$ cat config.mk
export PLATFORM = sky130hd
export DESIGN_NAME = rcl_output_rate_control
export DESIGN_NICKNAME = d
export VERILOG_FILES = /design/src/include/rcl_pkg.sv /design/src/verilog/rcl_output_rate_control.sv
export VERILOG_INCLUDE_DIRS = /design/src /design/src/include
export SDC_FILE = /design/constraint.sdc
export NUM_CORES = 1
export LEC_CHECK = 0
export BUFFER_PORTS_ARGS = -buffer_cell sky130_fd_sc_hd__buf_4
export CAP_MARGIN = 20
export CORE_MARGIN = 1.5
export CORE_UTILIZATION = 56
export CTS_BUF_LIST = sky130_fd_sc_hd__clkbuf_16
export DETAILED_ROUTE_END_ITERATION = 10
export HOLD_SLACK_MARGIN = 0.05
export PLACE_DENSITY = 0.76
export SLEW_MARGIN = 30
export SYNTH_ARGS = -nofsm -noshare
export SYNTH_HDL_FRONTEND = slang
export SYNTH_SLANG_ARGS = --single-unit
$ cat constraint.sdc
create_clock -name sys_clk -period 2.2 [get_ports sys_clk]
set_input_delay 0.22 -clock sys_clk [delete_from_list [all_inputs] [get_ports sys_clk]]
set_output_delay 0.22 -clock sys_clk [all_outputs]
set_load 0.005 [all_outputs]
$ cat src/include/rcl_consts.svh
// Constants for the reclocker output and rate control block
// Functional notes
// - Mute drives outputs to the mute level, low at reset
// - Mute beats bypass
// - Mute pin active low
// - Register mute unless override
// - Mute level bit mutes high
// - Bypass passes raw data
// - Unsupported rate forces bypass
// - No lock during bypass
// - Bypass pin active high
// - Register bypass; eye monitor off
// - Clock output mutes unless locked
// - Clock enable from pin or register
// - Lock picks reclocked data
// - Override selects outputs by field
// - Override keeps only bypass bit
// - Primary select codes
// - Secondary select codes
// - Rate codes limit lock
// - Rate register overrides pins
// - Reference presence and fraction
// - Standard flag only locked 270
// - Lock on pin and register
// - Mode pin picks control source
`ifndef RCL_CONSTS_SVH
`define RCL_CONSTS_SVH

// ==========================================================
// Register offsets
`define RCL_ADDR_LOCK_STATUS     7'h01
`define RCL_ADDR_OVERRIDE_CTRL   7'h09
`define RCL_ADDR_FUNCTION_CTRL   7'h12
`define RCL_ADDR_MUX_MUTE_CTRL   7'h14
`define RCL_ADDR_LOCK_RATE_SEL   7'h1c
`define RCL_ADDR_LOCK_RATE_OV    7'h1d
`define RCL_ADDR_MANUAL_SEL      7'h1e
`define RCL_ADDR_REF_STATUS      7'h41

// ==========================================================
// Field positions
`define RCL_BIT_MANUAL_OV        5
`define RCL_BIT_BYPASS           2
`define RCL_BIT_MUTE             1
`define RCL_BIT_CLK_EN           0
`define RCL_BIT_MUTE_LEVEL       7
`define RCL_BIT_RATE_OV          0
`define RCL_BIT_LOCK             4
`define RCL_BIT_REF_PRESENT      3
`define RCL_BIT_ONE_OVER_M       2
`define RCL_PRI_SEL_HI           6
`define RCL_PRI_SEL_LO           5
`define RCL_SEC_SEL_HI           4
`define RCL_SEC_SEL_LO           3

// ==========================================================
// Reset values
`define RCL_REG_RESET            8'h00

// ==========================================================
// Locked rate code meaning 270 Mbps
`define RCL_RATE_CODE_270        3'h1

// ==========================================================
// Frame: read flag, 7 address bits, 8 data bits
`define RCL_FRAME_BITS           5'h10
`define RCL_HEADER_BITS          5'h08

// ==========================================================
// Reference detection timing
`define RCL_CLK_PERIOD_NS        8
`define RCL_REF_WINDOW_NS        8192
`define RCL_REF_WINDOW_CYCLES    (`RCL_REF_WINDOW_NS / `RCL_CLK_PERIOD_NS)
`define RCL_REF_FREQ_MHZ         27
`define RCL_REF_MIN_EDGES        ((`RCL_REF_WINDOW_NS * `RCL_REF_FREQ_MHZ / 1000) / 2)

`endif

$ cat src/include/rcl_pkg.sv
// Types shared by the reclocker output and rate control block
package rcl_pkg;

  // ========================================================
  // Source driven onto a serial output
  typedef enum logic [1:0] {
    RCL_SRC_MUTED     = 2'h0,
    RCL_SRC_BYPASSED  = 2'h1,
    RCL_SRC_RECLOCKED = 2'h2,
    RCL_SRC_CLOCK     = 2'h3
  } rcl_src_e;

  // ========================================================
  // Allowed lock rate groups
  typedef enum logic [1:0] {
    RCL_RATE_AUTO    = 2'h0,
    RCL_RATE_SD270   = 2'h1,
    RCL_RATE_HD3G    = 2'h2,
    RCL_RATE_MADI125 = 2'h3
  } rcl_rate_e;

  // ========================================================
  // Register write queued from the serial port
  typedef struct packed {
    logic [6:0] addr;
    logic [7:0] data;
  } rcl_wr_s;

  // ========================================================
  // Data streams arriving from the analog front end
  typedef struct packed {
    logic bypassData;
    logic reclockedData;
    logic recoveredClock;
  } rcl_stream_s;

endpackage

$ cat src/verilog/rcl_output_rate_control.sv
// Output routing, rate select and register control of the reclocker
`timescale 1ns/100ps
`include "rcl_consts.svh"

// ============================================================
// Write queue between the serial port and the register file
module rcl_fifo #(
  parameter int WIDTH = 15,
  parameter int DEPTH = 4
) (
  input  wire logic             sys_clk,
  input  wire logic             reset_n,
  input  wire logic [WIDTH-1:0] inData,
  input  wire logic             inValid,
  output logic                  inReady,
  output logic      [WIDTH-1:0] outData,
  output logic                  outValid,
  input  wire logic             outReady
);
  localparam int PW = (DEPTH > 1) ? $clog2(DEPTH) : 1;

  typedef struct packed {
    logic [DEPTH-1:0][WIDTH-1:0] mem;
    logic [PW-1:0]               rdPtr;
    logic [PW-1:0]               wrPtr;
    logic [PW:0]                 count;
  } rcl_fifo_state_s;

  rcl_fifo_state_s state;
  rcl_fifo_state_s next_state;
  logic            doPush;
  logic            doPop;

  assign inReady  = (state.count != (PW+1)'(DEPTH));
  assign outValid = (state.count != '0);
  assign outData  = state.mem[state.rdPtr];
  assign doPush   = inValid && inReady;
  assign doPop    = outValid && outReady;

  always_comb begin
    next_state = state;
    if (doPush) begin
      next_state.mem[state.wrPtr] = inData;
      next_state.wrPtr = (state.wrPtr == PW'(DEPTH - 1)) ? '0 : state.wrPtr + 1'b1;
    end
    if (doPop) begin
      next_state.rdPtr = (state.rdPtr == PW'(DEPTH - 1)) ? '0 : state.rdPtr + 1'b1;
    end
    if (doPush && !doPop) begin
      next_state.count = state.count + 1'b1;
    end else if (doPop && !doPush) begin
      next_state.count = state.count - 1'b1;
    end
  end

  always_ff @(posedge sys_clk or negedge reset_n) begin
    if (!reset_n) begin
      state <= '0;
    end else begin
      state <= next_state;
    end
  end
endmodule

// ============================================================
// Top level control
module rcl_output_rate_control #(
  parameter int QUEUE_DEPTH = 4
) (
  input  wire logic                 sys_clk,
  input  wire logic                 reset_n,
  input  wire logic                 modeSelectPin,
  input  wire logic                 sharedPinBypassMosi,
  input  wire logic                 sharedPinMuteSck,
  input  wire logic                 sharedPinClkEnSs,
  output logic                      misoOut,
  output logic                      misoOe,
  input  wire logic                 ratePinLow,
  input  wire logic                 ratePinHigh,
  input  wire logic                 referenceInputPin,
  input  wire logic                 pllLocked,
  input  wire logic                 rateSupported,
  input  wire logic                 fractionalRate,
  input  wire logic [2:0]           lockedRateCode,
  input  wire rcl_pkg::rcl_stream_s streamIn,
  output logic                      primarySerialOutput,
  output logic                      secondarySerialOutput,
  output rcl_pkg::rcl_src_e         primarySource,
  output rcl_pkg::rcl_src_e         secondarySource,
  output logic                      lockStatus,
  output logic                      standardDefinitionFlag,
  output rcl_pkg::rcl_rate_e        lockRateSelect,
  output logic                      eyeMonitorEnable,
  output logic                      reclockBypass,
  output logic                      writeQueueReady
);

  // ==========================================================
  // State
  typedef struct packed {
    logic [7:0]  outputOverrideControl;
    logic [7:0]  outputFunctionControl;
    logic [7:0]  muxAndMuteLevelControl;
    logic [7:0]  lockRateSelectReg;
    logic [7:0]  lockRateOverride;
    logic [7:0]  manualOutputSelect;
    logic        modeMeta;
    logic        modeSync;
    logic [2:0]  pinMeta;
    logic [2:0]  pinSync;
    logic [1:0]  rateMeta;
    logic [1:0]  rateSync;
    logic        refMeta;
    logic        refSync;
    logic        refPrev;
    logic        sckPrev;
    logic [4:0]  bitCount;
    logic [15:0] rxShift;
    logic [7:0]  txShift;
    logic [10:0] refWindow;
    logic [10:0] refEdges;
    logic        referencePresentFlag;
  } rcl_state_s;

  rcl_state_s       state;
  rcl_state_s       next_state;
  rcl_pkg::rcl_wr_s pushWord;
  rcl_pkg::rcl_wr_s popWord;
  logic             pushValid;
  logic             popValid;
  logic             popReady;
  logic             regMode;
  logic             manualOverride;
  logic             bypassRequest;
  logic             muteRequest;
  logic             clockOutputEnable;
  logic             locked;
  logic             muteLevel;
  logic             sckRise;
  logic             sckFall;
  logic             frameActive;

  // ==========================================================
  // Source to level, shared by both outputs
  function automatic logic srcLevel(input rcl_pkg::rcl_src_e src,
                                    input rcl_pkg::rcl_stream_s s,
                                    input logic lvl);
    unique case (src)
      rcl_pkg::RCL_SRC_MUTED:     srcLevel = lvl;
      rcl_pkg::RCL_SRC_BYPASSED:  srcLevel = s.bypassData;
      rcl_pkg::RCL_SRC_RECLOCKED: srcLevel = s.reclockedData;
      rcl_pkg::RCL_SRC_CLOCK:     srcLevel = s.recoveredClock;
    endcase
  endfunction

  // Data source by lock state
  function automatic rcl_pkg::rcl_src_e dataByLock(input logic lk);
    dataByLock = lk ? rcl_pkg::RCL_SRC_RECLOCKED : rcl_pkg::RCL_SRC_BYPASSED;
  endfunction

  // ==========================================================
  // Control decode
  assign regMode        = state.modeSync;
  assign manualOverride = regMode && state.outputOverrideControl[`RCL_BIT_MANUAL_OV];
  // Bypass bit stays live under the manual override
  assign bypassRequest  = regMode ? state.outputFunctionControl[`RCL_BIT_BYPASS]
                                  : state.pinSync[0];
  assign muteRequest    = regMode ? (!manualOverride &&
                                     state.outputFunctionControl[`RCL_BIT_MUTE])
                                  : !state.pinSync[1];
  assign clockOutputEnable = regMode ? (!manualOverride &&
                                        state.outputFunctionControl[`RCL_BIT_CLK_EN])
                                     : state.pinSync[2];
  // An unsupported rate falls back to the raw path
  assign reclockBypass  = bypassRequest || !rateSupported;
  assign locked         = pllLocked && !reclockBypass;
  assign lockStatus     = locked;
  assign muteLevel      = state.muxAndMuteLevelControl[`RCL_BIT_MUTE_LEVEL];
  assign eyeMonitorEnable = !reclockBypass;
  assign standardDefinitionFlag = locked && (lockedRateCode == `RCL_RATE_CODE_270);

  // ==========================================================
  // Rate selection
  always_comb begin
    if (state.lockRateOverride[`RCL_BIT_RATE_OV]) begin
      lockRateSelect = rcl_pkg::rcl_rate_e'(state.lockRateSelectReg[1:0]);
    end else begin
      lockRateSelect = rcl_pkg::rcl_rate_e'(state.rateSync);
    end
  end

  // ==========================================================
  // Output routing, combinational so lock acts at once
  always_comb begin
    primarySource   = rcl_pkg::RCL_SRC_MUTED;
    secondarySource = rcl_pkg::RCL_SRC_MUTED;
    if (manualOverride) begin
      unique case (state.manualOutputSelect[`RCL_PRI_SEL_HI:`RCL_PRI_SEL_LO])
        2'h1:    primarySource = rcl_pkg::RCL_SRC_BYPASSED;
        2'h2:    primarySource = rcl_pkg::RCL_SRC_MUTED;
        default: primarySource = dataByLock(locked);
      endcase
      unique case (state.manualOutputSelect[`RCL_SEC_SEL_HI:`RCL_SEC_SEL_LO])
        2'h0:    secondarySource = locked ? rcl_pkg::RCL_SRC_CLOCK : rcl_pkg::RCL_SRC_MUTED;
        2'h1:    secondarySource = dataByLock(locked);
        2'h2:    secondarySource = rcl_pkg::RCL_SRC_MUTED;
        default: secondarySource = rcl_pkg::RCL_SRC_BYPASSED;
      endcase
    end else if (muteRequest) begin
      primarySource   = rcl_pkg::RCL_SRC_MUTED;
      secondarySource = rcl_pkg::RCL_SRC_MUTED;
    end else begin
      primarySource = dataByLock(locked);
      if (clockOutputEnable) begin
        // Bypass drops lock, so the clock output mutes under bypass too
        secondarySource = locked ? rcl_pkg::RCL_SRC_CLOCK : rcl_pkg::RCL_SRC_MUTED;
      end else begin
        secondarySource = dataByLock(locked);
      end
    end
  end

  assign primarySerialOutput   = srcLevel(primarySource, streamIn, muteLevel);
  assign secondarySerialOutput = srcLevel(secondarySource, streamIn, muteLevel);

  // ==========================================================
  // Serial register port on the shared pins
  assign sckRise     = regMode && state.pinSync[1] && !state.sckPrev;
  assign sckFall     = regMode && !state.pinSync[1] && state.sckPrev;
  assign frameActive = regMode && !state.pinSync[2];
  assign misoOut     = state.txShift[7];
  assign misoOe      = frameActive;
  assign pushWord.addr = state.rxShift[13:7];
  assign pushWord.data = {state.rxShift[6:0], state.pinSync[0]};
  assign pushValid   = sckRise && frameActive && !state.rxShift[14] &&
                       (state.bitCount == `RCL_FRAME_BITS - 5'h01);
  // Writes land between frames so reads never see half a burst
  assign popReady    = !frameActive;

  rcl_fifo #(
    .WIDTH ($bits(rcl_pkg::rcl_wr_s)),
    .DEPTH (QUEUE_DEPTH)
  ) writeQueue (
    .sys_clk  (sys_clk),
    .reset_n  (reset_n),
    .inData   (pushWord),
    .inValid  (pushValid),
    .inReady  (writeQueueReady),
    .outData  (popWord),
    .outValid (popValid),
    .outReady (popReady)
  );

  // ==========================================================
  // Register read decode
  function automatic logic [7:0] regRead(input logic [6:0] addr,
                                         input rcl_state_s st,
                                         input logic lk,
                                         input logic frac);
    regRead = 8'h00;
    unique case (addr)
      `RCL_ADDR_LOCK_STATUS:   regRead[`RCL_BIT_LOCK] = lk;
      `RCL_ADDR_OVERRIDE_CTRL: regRead = st.outputOverrideControl;
      `RCL_ADDR_FUNCTION_CTRL: regRead = st.outputFunctionControl;
      `RCL_ADDR_MUX_MUTE_CTRL: regRead = st.muxAndMuteLevelControl;
      `RCL_ADDR_LOCK_RATE_SEL: regRead = st.lockRateSelectReg;
      `RCL_ADDR_LOCK_RATE_OV:  regRead = st.lockRateOverride;
      `RCL_ADDR_MANUAL_SEL:    regRead = st.manualOutputSelect;
      `RCL_ADDR_REF_STATUS: begin
        regRead[`RCL_BIT_REF_PRESENT] = st.referencePresentFlag;
        regRead[`RCL_BIT_ONE_OVER_M]  = st.referencePresentFlag && frac;
      end
      default: regRead = 8'h00;
    endcase
  endfunction

  // ==========================================================
  // Next state
  always_comb begin
    next_state = state;
    // Two flops on every pin
    next_state.modeMeta = modeSelectPin;
    next_state.modeSync = state.modeMeta;
    next_state.pinMeta  = {sharedPinClkEnSs, sharedPinMuteSck, sharedPinBypassMosi};
    next_state.pinSync  = state.pinMeta;
    next_state.rateMeta = {ratePinHigh, ratePinLow};
    next_state.rateSync = state.rateMeta;
    next_state.refMeta  = referenceInputPin;
    next_state.refSync  = state.refMeta;
    next_state.refPrev  = state.refSync;
    next_state.sckPrev  = state.pinSync[1];

    // Frame bit counter and shifters
    if (!frameActive) begin
      next_state.bitCount = 5'h00;
    end else if (sckRise) begin
      next_state.rxShift  = {state.rxShift[14:0], state.pinSync[0]};
      next_state.bitCount = state.bitCount + 5'h01;
      if (state.bitCount == `RCL_HEADER_BITS - 5'h01) begin
        next_state.txShift = regRead({state.rxShift[5:0], state.pinSync[0]},
                                     state, locked, fractionalRate);
      end
    end else if (sckFall && state.bitCount > `RCL_HEADER_BITS) begin
      next_state.txShift = {state.txShift[6:0], 1'b0};
    end

    // Register writes drained from the queue
    if (popValid && popReady) begin
      unique case (popWord.addr)
        `RCL_ADDR_OVERRIDE_CTRL: next_state.outputOverrideControl  = popWord.data;
        `RCL_ADDR_FUNCTION_CTRL: next_state.outputFunctionControl  = popWord.data;
        `RCL_ADDR_MUX_MUTE_CTRL: next_state.muxAndMuteLevelControl = popWord.data;
        `RCL_ADDR_LOCK_RATE_SEL: next_state.lockRateSelectReg      = popWord.data;
        `RCL_ADDR_LOCK_RATE_OV:  next_state.lockRateOverride       = popWord.data;
        `RCL_ADDR_MANUAL_SEL:    next_state.manualOutputSelect     = popWord.data;
        default: ;
      endcase
    end

    // Reference: rising edges per window
    if (state.refSync && !state.refPrev) begin
      next_state.refEdges = state.refEdges + 11'h001;
    end
    if (state.refWindow == 11'(`RCL_REF_WINDOW_CYCLES - 1)) begin
      next_state.refWindow = 11'h000;
      next_state.refEdges  = 11'h000;
      next_state.referencePresentFlag = (state.refEdges >= 11'(`RCL_REF_MIN_EDGES));
    end else begin
      next_state.refWindow = state.refWindow + 11'h001;
    end
  end

  // ==========================================================
  // State register
  always_ff @(posedge sys_clk or negedge reset_n) begin
    if (!reset_n) begin
      state <= '0;
      state.outputOverrideControl  <= `RCL_REG_RESET;
      state.outputFunctionControl  <= `RCL_REG_RESET;
      state.muxAndMuteLevelControl <= `RCL_REG_RESET;
      state.lockRateSelectReg      <= `RCL_REG_RESET;
      state.lockRateOverride       <= `RCL_REG_RESET;
      state.manualOutputSelect     <= `RCL_REG_RESET;
      // Pins idle unmuted and deselected until synced
      state.pinMeta <= 3'h6;
      state.pinSync <= 3'h6;
      state.sckPrev <= 1'b1;
    end else begin
      state <= next_state;
    end
  end

endmodule

==> metrics.csv, run 1 <==
stage;metric;value;unit
grt;GRT met1 Usage;33.8;%
worst_hold_path;hold crit path type;in -> async;
power;Leak Pwr;5.06;nW
worst_setup_path;CP Max Fanout;5;
worst_setup_path;WP data required;1980;ps
synth;complex-gate fraction of the synthesized area;5.53;%
clock_network;H-tree levels;4;
synth;Net Count, Synth;666;
grt;global-route wire length before repair;31600;um
grt;grt ovf;0;
synth;adder-cell share of the synthesized area;2.19;%
grt;GRT met3 Usage;5.13;%
run_status;failing checks;setup timing;
synth;EDFF count, synth;0;
die;starting density of the core;57.4;%
synth;Netlist cell types;67;
synth;largest family of logic cells by synthesized area;multiplexers;
synth;Synth Area in Simple Gates;9.87;%
grt;initial antenna violation count;0;
die;I/O Pins;33;
sta;Final WS setup;-131;ps
die;die height;125;um
worst_setup_path;most used cell, CP;buf_4;
die;core area;14500;um2
synth;Mapped Cells;634;
run_status;status;complete, but fails checks;
sta;unrepaired setup endpoints after global routing;yes;
synth;FF+latch count, synth;182;
finish;Final nets;776;
worst_setup_path;Worst R2R Setup Slack;-90;ps
finish;share of cells above drive strength 1;44.4;%
synth;XOR/XNOR share of the synthesized area;2.83;%
power;Tot Pwr;7.37;mW
sta;post-route clock period utilization;106;%
worst_setup_path;worst r2r src;writeQueue.state[5]$_DFFE_PN0P_;
worst_setup_path;crit-path cells;buf_6 > buf_4 > nor2_2 > a21oi_2 > xnor2_2 > o22ai_2 > mux2i_1 > buf_4;
synth;Yosys top cell area share;53.1;%
worst_setup_path;CP endpoint kind;primary output;
route;routed vias/inst;5.96;
sta;min Tclk post-route;2330;ps
die;Die ar.;15600;um2
route;Vias;5607;
grt;busiest layer in global routing;met2;
synth;cell accounting for the most synthesized area;dfrtp_1;
worst_setup_path;end of the worst register-to-register path;state[108]$_DFFE_PN0P_;
sta;Max Clk Rate;429;MHz
synth;Ys Warns;0;
route;Routed Wire Length;19900;um
worst_setup_path;largest delay contributor family on the critical path;buffers and inverters;
worst_setup_path;Worst path max stage delay;400;ps
synth;Syn Area/Cell;13.2;um2
place;dpl hpwl;12500;um
grt;global routing met2 resource utilization;43.0;%
worst_setup_path;crit path launch type;flip-flop;
sta;Layout Skew;12.4;ps
sta;Slew Viols, Final;0;
sta;setup violators final;44;
route;number of DRC markers in iteration 0;408;
run;max cap viols;0;
sta;final hold violations;0;
sta;Slew headroom;65.5;%
worst_setup_path;CP Data Arrival Time;2110;ps
clock_network;Root Driver;clkbuf_16;
die;Die W;125;um
finish;# diodes;0;
clock_network;clk slew on worst S/H paths;70;ps
clock_network;worst skew pair latency;430;ps
worst_setup_path;reg2reg path depth;5;
synth;mux cell area share after synthesis;22.5;%
synth;ys async rst share;100;%
finish;Synth-to-Final Area Change;25.8;%
synth;sequential area share after synthesis;54.7;%
grt;all-layer global routing usage;25.9;%
synth;Area contributors post-synth;dfrtp_1 (53%), mux2_2 (16%), mux4_2 (3.8%);
power;Peak VDD IR;0.594;mV
grt;vias in the first global route;5984;
worst_setup_path;Setup Crit Path Kind;reg -> out;
worst_setup_path;WP buf/inv;3;
route;ANT nets after route;0;
worst_setup_path;CP max stage cell;dfrtp_1;
sta;Worst Tran Pin Value;517;ps
clock_network;Inserted Clock Buffers;17;
place;Placement Setup Slack;-196;ps
place;routability congestion estimate;0.885;
clock_network;CTS max path bufs;2;
grt;largest net degree at the start of global routing;70;
synth;synthesized area;8340;um2
place;Port Buffers;32;
route;drt first pass iters;5;
clock_network;clock sink count;182;
synth;Synth Flop Type;dfrtp_1;
die;row count;44;
route;drc violations;0;
power;Pwr Density;702;nW/um2
clock_network;CTS tree;done;
route;DR WL/cell;21.1;um
==> routing by layer <==
layer,vias up,routed length [um]
met5,-,0
met1,2898,8410
met3,31,824
met2,174,10100
met4,0,521
li1,2504,-
==> cell usage in the layout (no fill, tap or decap), types with 4 or more instances in the layout <==
cell type,instances
a211oi_1,4
a21oi_1,4
a22oi_1,4
a31oi_1,5
and3_1,5
buf_12,9
buf_4,89
buf_6,12
clkbuf_16,17
dfrtp_1,176
dfstp_2,5
dlygate4sd3_1,8
ha_1,9
inv_1,20
mux2_2,79
mux2_4,51
mux2i_1,6
mux4_2,14
nand2_1,29
nand2_2,4
nand2b_1,4
nand3_1,6
nand4_1,4
nor2_1,45
o21ai_0,8
o22ai_1,4
xnor2_1,9
xor2_1,17
==> where the power goes <==
group | total (mW) | internal (mW) | switching [mW]
Clock | 3.07 | 1.77 | 1.29
Sequential | 3.57 | 3.44 | 0.122
Combinational | 0.737 | 0.315 | 0.422
==> area by class of cell <==
cell class / instances / area [um2]
inverter: 21 / 78.8
clock buffer: 17 / 425
tap: 184 / 230
timing repair buffer: 118 / 1060
multi-input combinational: 404 / 3970
fill: 936 / 4040
clock inverter: 14 / 163
sequential: 182 / 4560
==> kinds of logic (layout without fill, tap and decap cells) <==
family,Yosys count,in the layout
AO/OA/AOI/OAI,63,63
XOR/XNOR,27,27
multiplexers,151,151
AND/OR/NAND/NOR,149,149
buffers and inverters,48,170
adder cells (fa/ha/maj),14,14
flip-flops,182,182
==> sequential cells by signal (all words and copies together) (netlist names) <==
signal	flops
regMode	1
next_state	9
misoOut	1
state	88
muteLevel	1
pushWord	15
writeQueue.state	67
==> Yosys cell counts, drive strengths merged (3+ instances only) <==
cell type,instances
a211oi,5
a21o,3
a21oi,5
a22o,3
a22oi,4
a31oi,5
a32o,3
a32oi,3
and2,4
and3,7
and4,3
and4b,3
buf,6
clkbuf,21
dfrtp,177
dfstp,5
ha,13
inv,21
mux2,130
mux2i,7
mux4,14
nand2,33
nand2b,4
nand3,10
nand3b,3
nand4,4
nor2,49
nor2b,5
nor3,5
nor3b,3
nor4b,3
o211ai,3
o21ai,9
o22ai,5
xnor2,10
xor2,17
==> worst max-delay path by stage <==
stage,start,end,slack (ps),cells past startpoint
2_1_floorplan,writeQueue.state[5]$_DFFE_PN0P_,state[108]$_DFFE_PN0P_,-130,7
3_3_place_gp,writeQueue.state[5]$_DFFE_PN0P_,state[103]$_DFFE_PN0P_,-110,5
3_5_place_dp,writeQueue.state[5]$_DFFE_PN0P_,state[106]$_DFFE_PN0P_,-200,5
4_1_cts,regMode$_DFF_PN0_,secondarySerialOutput,-90,7
5_1_grt,regMode$_DFF_PN0_,secondarySerialOutput,-250,8
6_report,regMode$_DFF_PN0_,secondarySerialOutput,-130,8
==> stage by stage <==
stage / instances / utilization [%] / setup TNS [ps] / area, um2 / hold WS, ps
3_5_place_dp: 879 / 63.8 / -5740 / 9270 / 211
3_3_place_gp: 879 / 63.8 / -3240 / 9270 / 198
4_1_cts: 933 / 71.0 / -1810 / 10300 / 303
5_1_grt: 940 / 72.2 / -5820 / 10500 / 327
2_1_floorplan: 634 / - / -2610 / 8390 / -75.6
6_report: 940 / 72.2 / -2460 / 10500 / 315
==> timing repair <==
action                                 CTS  global route
setup endpoints to repair               57            61
resized for setup                       64            34
pin swaps                               16             8
setup buffers                           15             8
hold buffers                             8             0
endpoints found under the hold margin   54             0
Note: power is estimated with default switching activity, not from simulation.
==> inputs of run 2 (changes only) <==
--- a/config.mk
+++ b/config.mk
@@ -7,14 +7,15 @@
 export NUM_CORES = 1
 export LEC_CHECK = 0
 export BUFFER_PORTS_ARGS = -buffer_cell sky130_fd_sc_hd__buf_4
-export CAP_MARGIN = 20
+export CAP_MARGIN = 0
 export CORE_MARGIN = 1.5
 export CORE_UTILIZATION = 56
 export CTS_BUF_LIST = sky130_fd_sc_hd__clkbuf_16
 export DETAILED_ROUTE_END_ITERATION = 10
 export HOLD_SLACK_MARGIN = 0.05
-export PLACE_DENSITY = 0.76
+export PLACE_DENSITY = 0.82
 export SLEW_MARGIN = 30
 export SYNTH_ARGS = -nofsm -noshare
 export SYNTH_HDL_FRONTEND = slang
 export SYNTH_SLANG_ARGS = --single-unit
+export TNS_END_PERCENT = 20
==> run 2 against run 1 <==
The run still ends with setup timing left. Flip-flop and latch count unchanged. Register-to-register slack better by 20 ps. Clock-buffer cell count unchanged. Core utilization down 2.0 points. Via count is 0.91% lower. First-iteration DRC count up 30%. Clock power shrank 8.1%. Critical endpoint is now primarySerialOutput.
==> metrics.csv, run 2 (synthesized netlist as in run 1, its figures left out) <==
stage;metric;value;unit;change
run_status;failing checks;setup timing;;
die;core area;14500;um2;unchanged
power;Clock power frac;39.8;%;-1.8 points
die;I/O Pins;33;;unchanged
clock_network;CTS tree;done;;
power;Flop pwr share;50.1;%;+1.7 points
grt;vias in the first global route;5963;;-0.35%
power;Comb power frac;10.1;%;about the same
die;row count;44;;unchanged
sta;Slew Viols, Final;0;;unchanged
sta;Worst Tran Pin Value;517;ps;-0.0148 ps
clock_network;worst skew pair latency;430;ps;about the same
grt;global-route wire length before repair;31200;um;-1.3%
sta;Final TNS setup;-1060;ps;+1390 ps
route;Routed Wire Length;18900;um;-5.0%
sta;Final WS setup;-71.7;ps;+59.7 ps
die;starting density of the core;57.4;%;unchanged
finish;Final nets;763;;-1.7%
die;Die W;125;um;unchanged
clock_network;Inserted Clock Buffers;17;;unchanged
place;Placement Setup Slack;-200;ps;-4.22 ps
route;ANT nets after route;0;;unchanged
clock_network;clk slew on worst S/H paths;60;ps;about the same
place;Port Buffers;32;;unchanged
finish;# diodes;0;;unchanged
grt;initial antenna violation count;0;;unchanged
finish;most frequent cells in the layout;dfrtp_1 (176), mux2_2 (96), buf_4 (82);;
sta;unrepaired setup endpoints after global routing;yes;;
sta;min Tclk post-route;2270;ps;-59.7 ps
clock_network;CTS max path bufs;2;;unchanged
die;die height;125;um;unchanged
finish;register with the most flip-flops;state;;
grt;GRT met3 Usage;5.48;%;+0.34 points
place;dpl hpwl;12600;um;+0.58%
power;Pint;5.30;mW;-4.2%
sta;Slew headroom;65.5;%;about the same
run;max cap viols;0;;unchanged
finish;Non-Filler Instances;928;;-1.3%
finish;share of cells above drive strength 1;42.2;%;-2.2 points
sta;Layout Skew;9.59;ps;-2.81 ps
worst_setup_path;CP Data Arrival Time;2050;ps;-60 ps
worst_setup_path;crit path launch type;flip-flop;;
route;DR WL/cell;20.3;um;-3.8%
die;Die ar.;15600;um2;unchanged
worst_setup_path;CP endpoint kind;primary output;;
finish;Multi-input gate area;3850;um2;-3.0%
place;placed cells;875;;-0.46%
grt;grt ovf;0;;unchanged
place;routability congestion estimate;0.919;;+3.8%
clock_network;H-tree levels;4;;unchanged
power;Sw Share;25.2;%;+0.29 points
route;routed vias/inst;5.99;;+0.37%
finish;Largest register FFs;88;;unchanged
finish;FF/Latch Area;4560;um2;unchanged
power;Peak VDD IR;0.654;mV;+10%
sta;post-route clock period utilization;103;%;-2.7 points
grt;largest net degree at the start of global routing;55;;-21%
sta;final hold violations;0;;unchanged
worst_hold_path;hold crit path type;in -> async;;
power;NetSw;1.79;mW;-2.7%
run_status;status;complete, but fails checks;;
route;drc violations;0;;unchanged
finish;Synth-to-Final Area Change;22.3;%;
worst_setup_path;WP data required;1980;ps;about the same
worst_setup_path;Setup Crit Path Kind;reg -> out;;
power;Pwr Density;695;nW/um2;-1.0%
finish;most common cell after layout, fill and taps aside;dfrtp_1;;
grt;busiest layer in global routing;met2;;
clock_network;Root Driver;clkbuf_16;;
route;number of DRC markers in iteration 0;530;;+30%
route;drt first pass iters;5;;unchanged
grt;GRT met1 Usage;32.9;%;-0.87 points
worst_setup_path;CP Max Fanout;3;;-2
finish;fillers;923;;-1.4%
grt;global routing met2 resource utilization;41.9;%;-1.1 points
sta;setup violators final;28;;-36%
grt;all-layer global routing usage;25.5;%;-0.39 points
sta;Max Clk Rate;440;MHz;+2.6%
power;Leak Pwr;4.92;nW;-2.7%
route;Vias;5556;;-0.91%
clock_network;clock sink count;182;;unchanged
-- run 2: changes by cell type in the layout (fill, tap and decap cells not counted), sizes merged --
cell and delta:
clkinvlp -1, inv +4, bufinv -2, buf -13
-- run 2: power groups by stage --
| stage | registers [mW] | logic (mW) | clock network (mW) |
|---|---|---|---|
| floorplan | 3.59 | 0.355 | 0 |
| global placement | 3.60 | 0.632 | 0 |
| detailed placement | 3.61 | 0.658 | 0 |
| CTS | 3.55 | 0.691 | 2.85 |
| global route | 3.56 | 0.787 | 2.99 |
| finish | 3.55 | 0.716 | 2.82 |
-- run 2: layout make-up --
type	instances	area share, %
multi-input combinational	404	37.8
sequential	182	44.7
clock buffer	17	4.17
timing repair buffer	105	9.16
tap	184	2.26
inverter	21	0.773
clock inverter	15	1.15
-- run 2: critical path, stage by stage, from the launching register on --
cell      delay [ps]
dfrtp_1          370
inv_1             60
ha_1             310
and3_1           160
a211oi_2         230
nor2_1           110
a22oi_1          170
o21ai_1           80
buf_4            140
-- run 2: final timing paths --
kind / start / endpoint / slack, ps / cells past startpoint
max: state[74]$_DFFE_PN0P_ / primarySerialOutput / -70 / 8
min: reset_n / writeQueue.state[66]$_DFFE_PN0P_ / 310 / 2
max reg2reg: writeQueue.state[5]$_DFFE_PN0P_ / state[113]$_DFFE_PN0P_ / -70 / 5
min reg2reg: next_state[56]$_DFF_PN0_ / state[56]$_DFF_PN0_ / 350 / 0
max in group asynchronous: reset_n / next_state[52]$_DFF_PN1_ / 1190 / 3
min in group sys_clk: fractionalRate / state[25]$_DFFE_PN0P_ / 350 / 4
-- run 2: what timing repair did --
item,in CTS,in global routing
pin swaps,8,9
resized for setup,38,28
setup buffers,11,3
endpoints found under the hold margin,57,0
endpoints found under the setup margin,55,62
hold buffers,8,0
-- run 2: metal layers --
layer / vias up / part of all wire, %
li1: 2480 / -
met1: 2853 / 42
met2: 172 / 50
met3: 51 / 4.5
met4: 0 / 3.2
met5: - / 0
-- run 2: metrics by stage --
step                      power (mW)  util [%]  hold slack, ps  cell area, um2
final                           7.09      70.2             311           10200
after global routing            7.34      70.2             345           10200
after global placement          4.23      63.4             201            9220
after floorplan                 3.94         -           -75.6            8370
after CTS                       7.09      69.3             326           10100
after detailed placement        4.27      63.4             213            9220
